==> src/sdsr_pkg.sv <==
// Package of constants for the servo device status readout block
// Functional notes
// - Function 03h reads group; device answers it
// - Input group returns entry count 04h
// - Input bit reads 1 when on, 0 off
// - Four distinct input words; word one bits 0-2
// - Clutch and cam bits need firmware C1
// - Output object at 2C13h, single-object reads only
// - Count byte plus four words, nine registers
// - Output group returns entry count 04h
// - Output bit reads 1 when on, 0 off
`default_nettype none
package sdsr_pkg;

	// ****************************************
	// Protocol codes
	// ****************************************
	localparam logic [7:0]  FUNC_READ_HOLDING = 8'h03;
	localparam logic [7:0]  EXC_BAD_FUNCTION  = 8'h01;
	localparam logic [7:0]  EXC_BAD_ADDRESS   = 8'h02;
	localparam logic [15:0] ADDR_INPUT_GROUP  = 16'h2c12;
	localparam logic [15:0] ADDR_OUTPUT_GROUP = 16'h2c13;
	localparam logic [15:0] GROUP_REG_COUNT   = 16'h0009;
	localparam logic [7:0]  ENTRY_COUNT       = 8'h04;
	localparam logic [3:0]  LAST_REG_INDEX    = 4'h8;

	// ****************************************
	// Assigned bit masks
	// ****************************************
	localparam logic [31:0] IN_MASK_ONE        = 32'h3914ffff;
	localparam logic [31:0] IN_MASK_TWO        = 32'h01ff0006;
	localparam logic [31:0] IN_MASK_TWO_C1     = 32'h06000000;
	localparam logic [31:0] IN_MASK_THREE      = 32'hfff13e7b;
	localparam logic [31:0] IN_MASK_FOUR       = 32'h00007fff;
	localparam logic [31:0] OUT_MASK_ONE       = 32'h8e00ffbf;
	localparam logic [31:0] OUT_MASK_TWO       = 32'h03f80000;
	localparam logic [31:0] OUT_MASK_TWO_C1    = 32'h1c000000;
	localparam logic [31:0] OUT_MASK_THREE     = 32'hff0610f8;
	localparam logic [31:0] OUT_MASK_FOUR      = 32'h00003fff;

	// ****************************************
	// Answer sequencer states
	// ****************************************
	typedef enum logic [2:0] {
		SDSR_IDLE = 3'b001,
		SDSR_SEND = 3'b010,
		SDSR_EXC  = 3'b100
	} sdsr_state_t;

endpackage : sdsr_pkg
`default_nettype wire

==> src/sdsr_readout.sv <==
// Status readout of input and output devices over holding register reads
`timescale 1ns/1ps
`default_nettype none
module sdsr_readout #(
	parameter bit FW_C1_OR_LATER = 1'b1
) (
	// Clock and reset
	input  wire logic        clk,
	input  wire logic        nrst,
	// Request from the protocol layer
	input  wire logic        req_valid,
	output logic             req_ready,
	input  wire logic [7:0]  req_func,
	input  wire logic [15:0] req_addr,
	input  wire logic [15:0] req_qty,
	// Answer towards the protocol layer
	output logic             resp_valid,
	output logic             resp_last,
	output logic             resp_err,
	output logic [7:0]       resp_exc,
	output logic [15:0]      resp_data,
	// Input device states
	input  wire logic [31:0] input_device_word_one,
	input  wire logic [31:0] input_device_word_two,
	input  wire logic [31:0] input_device_word_three,
	input  wire logic [31:0] input_device_word_four,
	// Output device states
	input  wire logic [31:0] output_device_word_one,
	input  wire logic [31:0] output_device_word_two,
	input  wire logic [31:0] output_device_word_three,
	input  wire logic [31:0] output_device_word_four
);

	// ****************************************
	// Masking of unassigned bits
	// ****************************************
	logic [31:0] in_mask_two;
	logic [31:0] out_mask_two;
	logic [127:0] in_group;
	logic [127:0] out_group;

	// Late firmware bits exist only from revision C1 onward
	assign in_mask_two  = sdsr_pkg::IN_MASK_TWO | (FW_C1_OR_LATER ? sdsr_pkg::IN_MASK_TWO_C1 : 32'h00000000);
	assign out_mask_two = sdsr_pkg::OUT_MASK_TWO | (FW_C1_OR_LATER ? sdsr_pkg::OUT_MASK_TWO_C1 : 32'h00000000);

	// Active device reads 1, unassigned bits forced to 0
	assign in_group = {input_device_word_four & sdsr_pkg::IN_MASK_FOUR,
		input_device_word_three & sdsr_pkg::IN_MASK_THREE,
		input_device_word_two & in_mask_two,
		input_device_word_one & sdsr_pkg::IN_MASK_ONE};
	assign out_group = {output_device_word_four & sdsr_pkg::OUT_MASK_FOUR,
		output_device_word_three & sdsr_pkg::OUT_MASK_THREE,
		output_device_word_two & out_mask_two,
		output_device_word_one & sdsr_pkg::OUT_MASK_ONE};

	// ****************************************
	// Register image of one object
	// ****************************************
	function automatic logic [15:0] reg_of(input logic [127:0] snap, input logic [3:0] idx);
		logic [3:0] pos;
		pos = idx - 4'h1;
		if (idx == 4'h0)
		begin
			reg_of = {8'h00, sdsr_pkg::ENTRY_COUNT};
		end
		else
		begin
			reg_of = snap[{pos[2:0], 4'h0} +: 16];
		end
	endfunction : reg_of

	// ****************************************
	// Answer sequencer
	// ****************************************
	sdsr_pkg::sdsr_state_t state_q;
	sdsr_pkg::sdsr_state_t state_d;
	logic [3:0]   idx_q;
	logic [3:0]   idx_d;
	logic [127:0] snap_q;
	logic [127:0] snap_d;
	logic         grp_in_q;
	logic         grp_in_d;
	logic         valid_q;
	logic         valid_d;
	logic         last_q;
	logic         last_d;
	logic         err_q;
	logic         err_d;
	logic [7:0]   exc_q;
	logic [7:0]   exc_d;
	logic [15:0]  data_q;
	logic [15:0]  data_d;
	logic         take;
	logic         is_in;
	logic         is_out;

	// Only one request is served at a time; a new one waits for idle
	assign req_ready = (state_q == sdsr_pkg::SDSR_IDLE);
	assign take      = req_valid && req_ready;
	assign is_in     = (req_addr == sdsr_pkg::ADDR_INPUT_GROUP);
	assign is_out    = (req_addr == sdsr_pkg::ADDR_OUTPUT_GROUP);

	always_comb
	begin
		state_d  = state_q;
		idx_d    = idx_q;
		snap_d   = snap_q;
		grp_in_d = grp_in_q;
		valid_d  = 1'b0;
		last_d   = 1'b0;
		err_d    = 1'b0;
		exc_d    = 8'h00;
		data_d   = 16'h0000;
		unique case (state_q)
			sdsr_pkg::SDSR_IDLE:
			begin
				if (take)
				begin
					valid_d = 1'b1;
					if (req_func != sdsr_pkg::FUNC_READ_HOLDING)
					begin
						state_d = sdsr_pkg::SDSR_EXC;
						err_d   = 1'b1;
						last_d  = 1'b1;
						exc_d   = sdsr_pkg::EXC_BAD_FUNCTION;
					end
					else if (!(is_in || is_out) || req_qty != sdsr_pkg::GROUP_REG_COUNT)
					begin
						// Whole object only: no partial or multi-object reads
						state_d = sdsr_pkg::SDSR_EXC;
						err_d   = 1'b1;
						last_d  = 1'b1;
						exc_d   = sdsr_pkg::EXC_BAD_ADDRESS;
					end
					else
					begin
						// Snapshot keeps all nine registers from one instant
						state_d  = sdsr_pkg::SDSR_SEND;
						snap_d   = is_in ? in_group : out_group;
						grp_in_d = is_in;
						idx_d    = 4'h0;
						data_d   = reg_of(snap_d, 4'h0);
					end
				end
			end
			sdsr_pkg::SDSR_SEND:
			begin
				if (idx_q == sdsr_pkg::LAST_REG_INDEX)
				begin
					state_d = sdsr_pkg::SDSR_IDLE;
				end
				else
				begin
					idx_d   = idx_q + 4'h1;
					valid_d = 1'b1;
					last_d  = (idx_d == sdsr_pkg::LAST_REG_INDEX);
					data_d  = reg_of(snap_q, idx_d);
				end
			end
			sdsr_pkg::SDSR_EXC:
			begin
				state_d = sdsr_pkg::SDSR_IDLE;
			end
			default:
			begin
				state_d = sdsr_pkg::SDSR_IDLE;
			end
		endcase
	end

	always_ff @(posedge clk or negedge nrst)
	begin
		if (!nrst)
		begin
			state_q  <= sdsr_pkg::SDSR_IDLE;
			idx_q    <= 4'h0;
			snap_q   <= 128'h0;
			grp_in_q <= 1'b0;
			valid_q  <= 1'b0;
			last_q   <= 1'b0;
			err_q    <= 1'b0;
			exc_q    <= 8'h00;
			data_q   <= 16'h0000;
		end
		else
		begin
			state_q  <= state_d;
			idx_q    <= idx_d;
			snap_q   <= snap_d;
			grp_in_q <= grp_in_d;
			valid_q  <= valid_d;
			last_q   <= last_d;
			err_q    <= err_d;
			exc_q    <= exc_d;
			data_q   <= data_d;
		end
	end

	assign resp_valid = valid_q;
	assign resp_last  = last_q;
	assign resp_err   = err_q;
	assign resp_exc   = exc_q;
	assign resp_data  = data_q;

	logic take_good;
	assign take_good = take && req_func == sdsr_pkg::FUNC_READ_HOLDING && (is_in || is_out)
		&& req_qty == sdsr_pkg::GROUP_REG_COUNT;
endmodule : sdsr_readout
`default_nettype wire

==> config.mk <==
export PLATFORM = sky130hd
export DESIGN_NAME = sdsr_readout
export DESIGN_NICKNAME = d
export VERILOG_FILES = /design/src/sdsr_pkg.sv /design/src/sdsr_readout.sv
export SDC_FILE = /design/constraint.sdc
export NUM_CORES = 1
export LEC_CHECK = 0
export ABC_AREA = 1
export BUFFER_PORTS_ARGS = -buffer_cell sky130_fd_sc_hd__buf_2
export CAP_MARGIN = 10
export CORE_ASPECT_RATIO = 0.8
export CORE_MARGIN = 2
export CORE_UTILIZATION = 40
export CTS_CLUSTER_DIAMETER = 100
export DETAILED_ROUTE_END_ITERATION = 7
export PLACE_DENSITY_LB_ADDON = 0.12
export SYNTH_ARGS = -nofsm -noshare
export SYNTH_HDL_FRONTEND = slang
export SYNTH_SLANG_ARGS = --single-unit
==> constraint.sdc <==
create_clock -name clk -period 2.65 [get_ports clk]
set_input_delay 0.1325 -clock clk [delete_from_list [all_inputs] [get_ports clk]]
set_output_delay 0.1325 -clock clk [all_outputs]
set_load 0.02 [all_outputs]
# After elaboration in Yosys (flattened, before gate mapping)
# Index checks and enable logic that the tools add are counted.
op_classes:
  n_addsub: 2
  n_lt_le_gt_ge: 0
  shift: 1
  n_eq_ne: 13
  reduce_logical: 9
  bitwise: 2
  div: 0
  n_mux: 30
  mul: 0
ops:
  columns: ["cell", "count"]
  rows:
  - ["128-bit by 8-bit variable part select with 16-bit output", 1]
  - ["111-bit two-way mux", 1]
  - ["16-bit by 14-bit == test with 1-bit output (second input constant)", 2]
  - ["16-bit two-way mux", 2]
  - ["16-bit one-hot mux with 2 select lines", 1]
  - ["3-bit two-way mux", 7]
  - ["4-bit two-way mux", 4]
  - ["16-bit by 4-bit inequality test with 1-bit output (second input constant)", 1]
  - ["4-bit == test (second input constant)", 2]
  - ["2-bit two-way mux", 4]
  - ["2-bit inequality test (second input constant)", 4]
  - ["8-bit by 2-bit inequality test with 1-bit output (second input constant)", 1]
  - ["4-bit one-hot mux with 2 select lines", 1]
  - ["1-bit two-way mux", 7]
  - ["3-bit one-hot mux with 2 select lines", 1]
  - ["5-bit AND reduction", 1]
  - ["4-bit by 1-bit adder with 4-bit output (second input constant)", 1]
  - ["4-bit zero test", 1]
  - ["1-bit one-hot mux with 2 select lines", 2]
  - ["4-bit AND reduction", 1]
  - ["3-bit by 1-bit == test with 1-bit output (second input constant)", 1]
  - ["3-bit by 2-bit == test with 1-bit output (second input constant)", 1]
  - ["3-bit by 1-bit subtractor with 3-bit output (second input constant)", 1]
  - ["1-bit logical OR", 2]
  - ["other kinds (6)", 7]
word_totals:
  latchBits: 0
  mem_bits_ro: 0
  mem_bits_rw: 0
  out_inout_bits: 28
  reg_bits: 162
  mem_count: 0

# Depth between registers and ports, before layout
# Gate-level depths: netlist of run 1.
logic_depth:
  depth_word: 8
  ltp_mapped: 12
  mapped_depth_nobuf: 10

# Worst setup path after synthesis of run 1
# Ideal clock, no wire load.
synth_path:
  path_kind: "register to register"
  startpoint: "reg idx_q[0]"
  endpoint: "reg data_q[2] (netlist: resp_data[2])"
  stages_incl_launch_ff: 13
  n_path_buf: 2
  path_slack_ns: 0.601
  t_required_ns: 2.534
  arrival_ns: 1.932
  cell_sequence: "dfrtp_1 > inv_1 > clkbuf_1 > ha_1 > buf_2 > nand2_1 > inv_1 > nand2_1 > nand4_1 > nand2_1 > nand3_1 > nand2_1 > nand2_1"
synth_via:
  elab_chain_cells: 6
synth_lines:
  columns: ["element", "line", "source"]
  rows:
  - ["start, declared", "sdsr_readout.sv:77", "logic [3:0] idx_q;"]
  - ["start signal, assigned", "sdsr_readout.sv:188", "idx_q <= idx_d;"]
  - ["4-bit by 1-bit adder with 4-bit output", "sdsr_readout.sv:154", "idx_d = idx_q + 4'h1;"]
  - ["3-bit by 1-bit subtractor with 3-bit output", "sdsr_readout.sv:61", "pos = idx - 4'h1;"]
  - ["128-bit by 8-bit variable part select with 16-bit output", "sdsr_readout.sv:68", "reg_of = snap[{pos[2:0], 4'h0} +: 16];"]
  - ["16-bit two-way mux", "sdsr_readout.sv:62", "if (idx == 4'h0)"]
  - ["16-bit two-way mux *", "sdsr_readout.sv:148", "if (idx_q == sdsr_pkg::LAST_REG_INDEX)"]
  - ["16-bit one-hot mux with 2 select lines *", "sdsr_readout.sv:114", "unique case (state_q)"]
  - ["via data_d[2]", "sdsr_readout.sv:92", "logic [15:0] data_d;"]
  - ["end signal, assigned", "sdsr_readout.sv:195", "data_q <= data_d;"]
  - ["end, declared", "sdsr_readout.sv:91", "logic [15:0] data_q;"]
# Mark *: on every way through the listed nets, which the timed path passes. The rest lies on a longest branch.
# A chain may end at the register's enable or synchronous reset.

# Final worst setup path of run 1
layout_path:
  startpoint: "reg idx_q[1]"
  endpoint: "reg data_q[2] (netlist: resp_data[2])"
# Same word-level chain as after synthesis.

==> impl_metrics.csv, run 1 <==
group,metric,value,unit
final_layout,nNetsFinal,1319,
job,drv_cap,0,
sta,final.setup_skew,0.006806,ns
yosys,synth_top_area_cell,"dfrtp_1",
die,die_h,113.8,um
grt,first_global_vias,5454,
sta,timing.hold.ws,0.02434,ns
yosys,synth.avg_cell_area,7.266,um2
yosys,syn_area,0.006031,mm2
worst_setup_path,reg2reg_setup_slack,0.37,ns
grt,antenna_found_initial,1,
cts,cts_resized,0,
sta,rsz0062_at_grt,"false",
worst_setup_path,crit_top_cell,"nand2_1",
worst_setup_path,cp-start-kind,"flop",
final_layout,finish.utilization,50.98,%
worst_hold_path,hp-class,"in -> reg",
sta,tightest_slew,0.6138,ns
route,finalWirelength,18560,um
sta,hold_viol,0,
worst_setup_path,cp.arrival,2.57,ns
pwr,total_leakage_power,0.004248,uW
pwr,cellPowerDensity,454.8,mW/mm2
yosys,ys_ff_latch,110,
sta,slew_headroom,58.93,%
placed_design,place_inst,1194,
worst_setup_path,path_class,"reg -> reg",
sta,finalCritPeriodShare,86.13,%
final_layout,seq_area,0.002754,mm2
cts,post_cts_buffers,0,
die,initial_core_util,40.57,%
pwr,vdd_ir_drop_max,263.3,uV
worst_setup_path,path_max_fanout,10,
grt,grt_max_degree,67,
worst_setup_path,worstPathCellList,"inv_1, ha_1, nand2_1, inv_1, nand2_1, nand4_1, nand2_1, nand3_1, nand2_1, nand2_1",
yosys,synth-edff-count,0,
cts,clock_path_buffers,2,
route,drtIter0Drc,346,
grt,globalRouteTotalUtil,23.32,%
die,coreArea,0.01486,mm2
final_layout,area_growth,25.66,%
worst_setup_path,cpMaxStageDelayCell,"ha_1",
yosys,ys.flop_type,"dfrtp_1",
cts,numClockSinks,110,
route,wl_per_cell,15.32,um
yosys,synth_cell_types,30,
yosys,synth_top_family_by_area,"simple AND/OR/NAND/NOR gates",
cts,cts_tree,"built",
cts,root_buffer,"clkbuf_16",
placed_design,globalplace.congestion,0.8447,
final_layout,drive_above_1_share,23.97,%
die,die_w,141.3,um
yosys,synth_top_area_share,45.23,%
route,vias,5861,
route,vias_per_cell,4.836,
cts,clk_pin_slew,0.07,ns
worst_setup_path,required,2.94,ns
die,ioPinCount,327,
die,rows,40,
yosys,yosysMostFrequentCell,"nand2_1",
yosys,synthSimpleGateAreaFrac,34.85,%
yosys,ys_seq_area_share,45.66,%
grt,grt_pass1_wl,28920,um
route,drc,0,
sta,fin_crit,2.282,ns
sta,finalSetupViolations,0,
die,dieArea,0.01608,mm2
yosys,synth_common_cells,"nand2_1 (302), dfrtp_1 (109), inv_1 (86)",
sta,tns,0,ns
yosys,ys_top_cells_by_area,"dfrtp_1 (45%), nand2_1 (19%), nand3b_1 (6.5%)",
grt,gr-total-overflow,0,
run_status,status,"completed",
final_layout,fillers,1522,
yosys,synthXorXnorAreaFrac,0.2905,%
cts,h-tree-depth,3,
final_layout,stdcell_count,1212,
placed_design,hpwl,14120,um
cts,cts_made_buffers,9,
yosys,muxShareOfSynthArea,0,%
placed_design,port_buffers,197,
sta,fmax,438.1,MHz
worst_setup_path,crit_path_max_incr_delay,0.50,ns
route,detail-route-antenna-nets,0,
sta,maxSlewViolCount,0,
route,drtPass1Iterations,5,
yosys,syn-instance-count,830,
placed_design,dp_slack,0.3944,ns
cts,clk_latency,0.35,ns
yosys,synthArstFlopShare,100.0,%
worst_setup_path,critPathCaptureType,"flop",
yosys,synth_compound_area_share,8.983,%
yosys,synthAdderAreaFrac,0.6224,%
final_layout,multi_input_comb_area,0.002734,mm2
yosys,synth_warnings,0,
sta,layout_setup_ws,0.3676,ns
-- area by class of cell --
class | count | share of cell area, %
clock buffer | 12 | 3.252
multi-input combinational | 583 | 36.07
sequential | 110 | 36.34
antenna | 1 | 0.03302
clock inverter | 4 | 0.7264
tap | 189 | 3.120
timing repair buffer | 220 | 15.85
inverter | 93 | 4.606
-- worst max-delay path: cells and delay by family, from the launching register on --
family | cells | cell delay (ns)
and+or+nand+nor | 7 | 0.87
DFF | 1 | 0.42
buffers and inverters | 2 | 0.41
adders and majority gates | 1 | 0.50
-- layout by cell type, fill, tap and decap left out, types with 2 or more instances in the layout --
| cell | n |
|---|---|
| o21ai_1 | 20 |
| nand4_1 | 8 |
| buf_4 | 20 |
| clkbuf_1 | 2 |
| o22ai_1 | 17 |
| a21oi_1 | 19 |
| nand3b_1 | 52 |
| inv_2 | 6 |
| buf_12 | 3 |
| o21ai_0 | 32 |
| nor2_4 | 2 |
| nor3_1 | 3 |
| nor2_1 | 41 |
| dfrtp_1 | 109 |
| nand3_1 | 61 |
| ha_1 | 3 |
| a22o_1 | 4 |
| inv_1 | 86 |
| a22oi_1 | 6 |
| buf_2 | 196 |
| nand2_1 | 302 |
| clkbuf_16 | 9 |
| conb_1 | 6 |
-- state kept, by name, summed over array words and instances, names as in the netlist --
signal / count
idx_q: 4
resp_data: 16
resp_err: 1
resp_exc: 2
resp_last: 1
resp_valid: 1
snap_q: 82
state_q: 3
-- timing repair --
item                                    CTS  global route
hold endpoints to repair                 34             0
hold buffers                              1             0
endpoints found under the setup margin    0             0
-- report_power, final --
group | switching [uW] | leakage [uW] | internal [uW] | total, uW
registers | 15.8 | 0.00153 | 1700 | 1720
clock network | 608 | 0.000143 | 765 | 1370
logic | 198 | 0.00258 | 155 | 353
-- final timing paths --
kind                                           from           end  cells after the start
hold reg to reg                          snap_q[70]    snap_q[70]                      2
setup reg to reg                           idx_q[1]  resp_data[2]                     10
min in group asynchronous                      nrst    snap_q[90]                      2
max in group asynchronous                      nrst    snap_q[13]                      3
setup / recovery                           idx_q[1]  resp_data[2]                     10
hold / removal             input_device_word_two[1]    snap_q[33]                      3
-- stage by stage --
step           power, uW  cell area (um2)
2_1_floorplan       1889             6050
3_3_place_gp        2111             7264
3_5_place_dp        2111             7264
4_1_cts             3475             7576
5_1_grt             3582             7576
6_report            3447             7579
-- cells by family (layout without fill, tap and decap cells) --
group / Yosys count / after routing
and+or+nand+nor: 474 / 474
buffers and inverters: 142 / 329
DFF: 110 / 110
AOI/OAI and AO/OA: 98 / 98
adders and majority gates: 3 / 3
xor gates and xnor gates: 2 / 2
other: 1 / 7
-- routing by layer --
| layer | up-vias | global-route usage (%) | wire length, um |
|---|---|---|---|
| met1 | 2656 | 34.88 | 9189 |
| met4 | 0 | 3.867 | 142 |
| met3 | 12 | 5.038 | 1216 |
| met2 | 193 | 35.44 | 8016 |
| met5 | - | 0 | 0 |
| li1 | 3000 | - | - |
Note: power is estimated with default switching activity, not from simulation.
==> inputs of run 2 (changes only) <==
--- a/config.mk
+++ b/config.mk
@@ -8,11 +8,10 @@
 export ABC_AREA = 1
 export BUFFER_PORTS_ARGS = -buffer_cell sky130_fd_sc_hd__buf_2
 export CAP_MARGIN = 10
-export CORE_ASPECT_RATIO = 0.8
-export CORE_MARGIN = 2
-export CORE_UTILIZATION = 40
+export CORE_AREA = 2 2 126 128
 export CTS_CLUSTER_DIAMETER = 100
 export DETAILED_ROUTE_END_ITERATION = 7
+export DIE_AREA = 0 0 128 130
 export PLACE_DENSITY_LB_ADDON = 0.12
 export SYNTH_ARGS = -nofsm -noshare
 export SYNTH_HDL_FRONTEND = slang
==> run 2 against run 1 <==
Clock-buffer cell count decreased by 2. Core utilization shrank 2.1 points. Design area is 0.50% lower. Sequential share of layout area rose by 0.18 points. Via count is 0.72% lower. Routed wire length down 7.9%.
==> impl_metrics.csv, run 2 (synthesized netlist as in run 1, its figures left out) <==
group,metric,value,unit
sta,layout_setup_ws,0.3980,ns
route,detail-route-antenna-nets,0,
sta,finalSetupViolations,0,
worst_setup_path,required,2.87,ns
sta,tightest_slew,0.6646,ns
placed_design,port_buffers,197,
die,ioPinCount,327,
final_layout,drive_above_1_share,23.95,%
route,vias,5819,
job,drv_cap,0,
final_layout,area_growth,25.04,%
final_layout,largest_register_ffs,82,
placed_design,dp_slack,0.4302,ns
final_layout,final_common_cell,"nand2_1",
worst_setup_path,path_max_fanout,12,
pwr,cellPowerDensity,442.7,mW/mm2
die,die_w,128,um
run_status,status,"completed",
route,wl_per_cell,14.11,um
cts,clk_latency,0.35,ns
grt,globalRouteTotalUtil,21.11,%
worst_setup_path,path_class,"reg -> reg",
final_layout,seq_area,0.002754,mm2
grt,grt_pass1_wl,27600,um
final_layout,finish.utilization,48.89,%
cts,h-tree-depth,3,
grt,first_global_vias,5440,
cts,post_cts_buffers,0,
cts,clk_pin_slew,0.08,ns
grt,antenna_found_initial,0,
final_layout,antenna_cells,0,
sta,hold_viol,0,
die,coreArea,0.01542,mm2
cts,numClockSinks,110,
die,die_h,130,um
sta,tns,0,ns
sta,slew_headroom,55.53,%
grt,grt_max_degree,68,
worst_setup_path,critPathCaptureType,"flop",
pwr,vdd_ir_drop_max,274.3,uV
worst_hold_path,hp-class,"in -> reg",
die,dieArea,0.01664,mm2
final_layout,fillers,1577,
grt,gr-total-overflow,0,
sta,fin_crit,2.252,ns
sta,maxSlewViolCount,0,
final_layout,nNetsFinal,1316,
final_layout,multi_input_comb_area,0.002734,mm2
route,drc,0,
worst_hold_path,hold_depth,3,
final_layout,most-common-layout-cells,"nand2_1 (302), buf_2 (196), dfrtp_1 (109)",
cts,cts_resized,0,
route,finalWirelength,17090,um
worst_setup_path,cp.arrival,2.47,ns
die,rows,46,
die,initial_core_util,39.10,%
final_layout,top_register,"snap_q",
cts,clock_path_buffers,2,
sta,final.setup_skew,0.008989,ns
route,drtPass1Iterations,4,
pwr,total_leakage_power,0.004226,uW
placed_design,globalplace.congestion,0.8978,
sta,fmax,444.1,MHz
worst_setup_path,cp-start-kind,"flop",
sta,finalCritPeriodShare,84.98,%
cts,root_buffer,"clkbuf_16",
worst_setup_path,reg2reg_depth,9,
route,drtIter0Drc,241,
cts,cts_tree,"built",
sta,rsz0062_at_grt,"false",
route,vias_per_cell,4.805,
cts,cts_made_buffers,9,
placed_design,hpwl,12820,um
## run 2: changes by cell type in the layout (fill, tap and decap cells not counted)
cell | previous run | this run
clkinv_4 | 1 | 2
clkinv_2 | 0 | 1
clkbuf_1 | 2 | 0
diode_2 | 1 | 0
bufinv_16 | 1 | 0
clkinvlp_4 | 1 | 2
buf_4 | 20 | 17
## run 2: metal layers
layer  up-vias  global-route usage, %  wire (um)
met2       149                  34.35       7780
met1      2669                  29.72       8261
met3        12                  4.059        905
li1       2989                      -          -
met5         -                      0          0
met4         0                  4.202        142
## run 2: timing repair
item	CTS	global route
endpoints found under the hold margin	44	0
hold buffers	1	0
endpoints found under the setup margin	0	0
## run 2: cell type report
type,count,share of cell area (%)
well taps,192,3.186
multi-input cells,583,36.25
flip-flops and latches,110,36.52
clock buffers,10,3.169
inverters,93,4.629
repair buffers,217,15.63
clock inverters,6,0.6139
## run 2: critical path, cell delays in order (launching register included)
cell	delay (ns)
dfrtp_1	0.47
inv_1	0.09
ha_1	0.32
buf_4	0.19
nand2_1	0.34
inv_1	0.27
a22oi_1	0.23
nand2_1	0.10
nand2_1	0.08
nor2_1	0.04
## run 2: worst paths after layout
check / endpoint / from / slack, ns
worst min-delay path: snap_q[6] / input_device_word_one[6] / 0.01
worst min register to register: snap_q[109] / snap_q[109] / 0.49
worst max register to register: resp_data[8] / idx_q[0] / 0.40
max in group asynchronous: snap_q[26] / nrst / 1.58
worst max-delay path: resp_data[8] / idx_q[0] / 0.40
min in group asynchronous: resp_data[13] / nrst / 0.33
## run 2: power breakdown
part           total, uW  internal, uW  leakage, uW  switching [uW]
combinational        336           154      0.00256             181
clock               1290           669     0.000135             623
sequential          1710          1700      0.00153            7.29
## run 2: metrics by stage
step           std cells  hold slack, ns  total power [uW]  cell area, um2
2_1_floorplan        835         -0.1631              1889            6050
3_5_place_dp        1194          0.1745              2083            7246
6_report            1211         0.01321              3338            7541
4_1_cts             1211        0.001898              3369            7541
3_3_place_gp        1194          0.1768              2081            7246
5_1_grt             1211         0.01390              3475            7541
==> inputs of run 3 (changes only) <==
--- a/config.mk
+++ b/config.mk
@@ -8,10 +8,11 @@
 export ABC_AREA = 1
 export BUFFER_PORTS_ARGS = -buffer_cell sky130_fd_sc_hd__buf_2
 export CAP_MARGIN = 10
-export CORE_AREA = 2 2 126 128
+export CORE_ASPECT_RATIO = 0.8
+export CORE_MARGIN = 2
+export CORE_UTILIZATION = 41
 export CTS_CLUSTER_DIAMETER = 100
 export DETAILED_ROUTE_END_ITERATION = 7
-export DIE_AREA = 0 0 128 130
 export PLACE_DENSITY_LB_ADDON = 0.12
 export SYNTH_ARGS = -nofsm -noshare
 export SYNTH_HDL_FRONTEND = slang
==> constraint.sdc (replaced) <==
create_clock -name clk -period 1.9 [get_ports clk]
set_input_delay 0.095 -clock clk [delete_from_list [all_inputs] [get_ports clk]]
set_output_delay 0.095 -clock clk [all_outputs]
set_load 0.02 [all_outputs]
==> run 3 against run 2 <==
Clock-buffer cell count is 1 lower. Power increased by 47%. First-iteration DRC count up 36%. Sequential cell count unchanged. Sequential share of layout area shrank 2.4 points. Fmax increased by 27%. Largest cell class unchanged. Core utilization up 7.3 points. Non-clock buffer count up 46. Die area is 5.6% lower. Highest routed layer unchanged.
==> impl_metrics.csv, run 3 (synthesized netlist as in run 1, its figures left out) <==
group,metric,value,unit
placed_design,globalplace.congestion,0.8447,
pwr,vdd_ir_drop_max,620.7,uV
worst_setup_path,cp.arrival,2.01,ns
cts,clk_latency,0.36,ns
sta,fmax,561.8,MHz
die,rows,39,
placed_design,hpwl,14740,um
final_layout,area_growth,33.76,%
sta,fin_crit,1.780,ns
die,initial_core_util,42.04,%
sta,maxSlewViolCount,0,
route,drc,0,
grt,gr-total-overflow,0,
route,vias,6125,
die,die_w,139.6,um
die,die_h,112.5,um
cts,root_buffer,"clkbuf_16",
cts,cts_tree,"built",
route,wl_per_cell,15.47,um
grt,antenna_found_initial,2,
route,finalWirelength,19340,um
pwr,seqPwrFrac,48.6,%
grt,first_global_vias,5904,
cts,h-tree-depth,3,
cts,clk_pin_slew,0.08,ns
worst_setup_path,critPathCaptureType,"flop",
route,vias_per_cell,4.900,
pwr,total_leakage_power,0.004485,uW
die,ioPinCount,327,
final_layout,drive_above_1_share,25.82,%
route,drtPass1Iterations,4,
grt,grt_max_degree,56,
worst_setup_path,required,2.13,ns
die,dieArea,0.01570,mm2
worst_setup_path,path_class,"reg -> reg",
run_status,status,"completed",
grt,globalRouteTotalUtil,25.35,%
grt,grt_pass1_wl,31060,um
final_layout,most-common-layout-cells,"nand2_1 (301), buf_2 (196), dfrtp_1 (109)",
cts,cts_made_buffers,9,
placed_design,place_area,0.007460,mm2
final_layout,final_common_cell,"nand2_1",
die,coreArea,0.01435,mm2
sta,final.setup_skew,0.008877,ns
final_layout,stdcell_count,1250,
pwr,comb_power_share,11.1,%
sta,finalCritPeriodShare,93.69,%
pwr,clkPwrFrac,40.2,%
sta,finalSetupViolations,0,
route,detail-route-antenna-nets,0,
final_layout,top_register,"snap_q",
pwr,intPower,3676,uW
cts,clock_path_buffers,2,
route,drtIter0Drc,327,
final_layout,final_area,0.008066,mm2
job,drv_cap,0,
final_layout,largest_register_ffs,82,
worst_setup_path,path_max_fanout,19,
pwr,p_switching,1237,uW
cts,numClockSinks,110,
placed_design,place_inst,1207,
worst_hold_path,hp-class,"in -> reg",
final_layout,nNetsFinal,1362,
pwr,cellPowerDensity,609.1,mW/mm2
placed_design,port_buffers,197,
worst_setup_path,cp-start-kind,"flop",
pwr,swShare,25.18,%
sta,hold_viol,0,
==> run 3: changes by cell type in the layout (fill, tap and decap cells not counted), moves of 2 or more <==
cell and delta:
dlygate4sd3_1 +20, buf_4 +18, buf_12 +6, nor2_1 -2
nor2_2 +2
==> run 3: metrics by stage <==
step	util, %	power (uW)	hold slack, ns	setup TNS (ns)	setup WS (ns)
6_report	56.23	4913	0.01265	0	0.1199
5_1_grt	56.23	5105	0.01294	-0.0006464	-0.0006464
4_1_cts	55.52	4942	0.0006053	0	0.006806
3_5_place_dp	52.00	2948	0.04089	0	0.02046
3_3_place_gp	52.00	2947	0.03776	0	0.05036
2_1_floorplan	-	2635	-0.2006	0	0.005036
==> run 3: worst paths after layout <==
| kind | endpoint | startpoint | slack [ns] | cells past startpoint |
|---|---|---|---|---|
| min in group asynchronous | resp_valid | nrst | 0.22 | 2 |
| max in group asynchronous | snap_q[104] | nrst | 0.92 | 3 |
| worst min register to register | snap_q[53] | snap_q[53] | 0.49 | 2 |
| worst max-delay path | snap_q[81] | state_q[0] | 0.12 | 10 |
| worst max register to register | snap_q[81] | state_q[0] | 0.12 | 10 |
| worst min-delay path | snap_q[74] | input_device_word_three[10] | 0.01 | 3 |
==> run 3: repair_timing <==
action / 4_1_cts / 5_1_grt
hold buffers: 20 / 1
resized for setup: 0 / 7
setup buffers: 0 / 4
hold endpoints to repair: 42 / 1
endpoints found under the setup margin: 0 / 43
==> run 3: final cells by class <==
type | count | area, um2
inverters | 93 | 350.3
flip-flops and latches | 110 | 2754
diodes | 1 | 2.502
repair buffers | 263 | 1670
multi-input cells | 583 | 2754
clock buffers | 9 | 225.2
well taps | 184 | 230.2
fillers | 1421 | 6280
clock inverters | 7 | 80.08
==> run 3: critical path: stages, from the launching register on <==
cell and delay [ns]:
dfstp_2 0.54, nand2_1 0.06, nor2_2 0.11, nand2_1 0.09, nor2_2 0.15, buf_4 0.15, nand3_4 0.09, buf_4 0.18
buf_12 0.15, nand2_1 0.06, o21ai_0 0.08
==> run 3: power by group through the flow <==
stage	clock network, uW	registers [uW]	logic [uW]
global placement	0	2430	513
finish	1980	2390	546
detailed placement	0	2430	514
CTS	2010	2390	548
floorplan	0	2460	171
global route	2100	2400	610
==> run 3: metal layers <==
metal | vias up | share of wire, % | track usage (%) | wire length, um
met5 | - | 0 | 0 | 0
met4 | 0 | 1.7 | 6.133 | 320
met3 | 19 | 7.1 | 5.461 | 1376
met2 | 237 | 42 | 38.37 | 8211
met1 | 2777 | 49 | 37.34 | 9430
li1 | 3092 | - | - | -
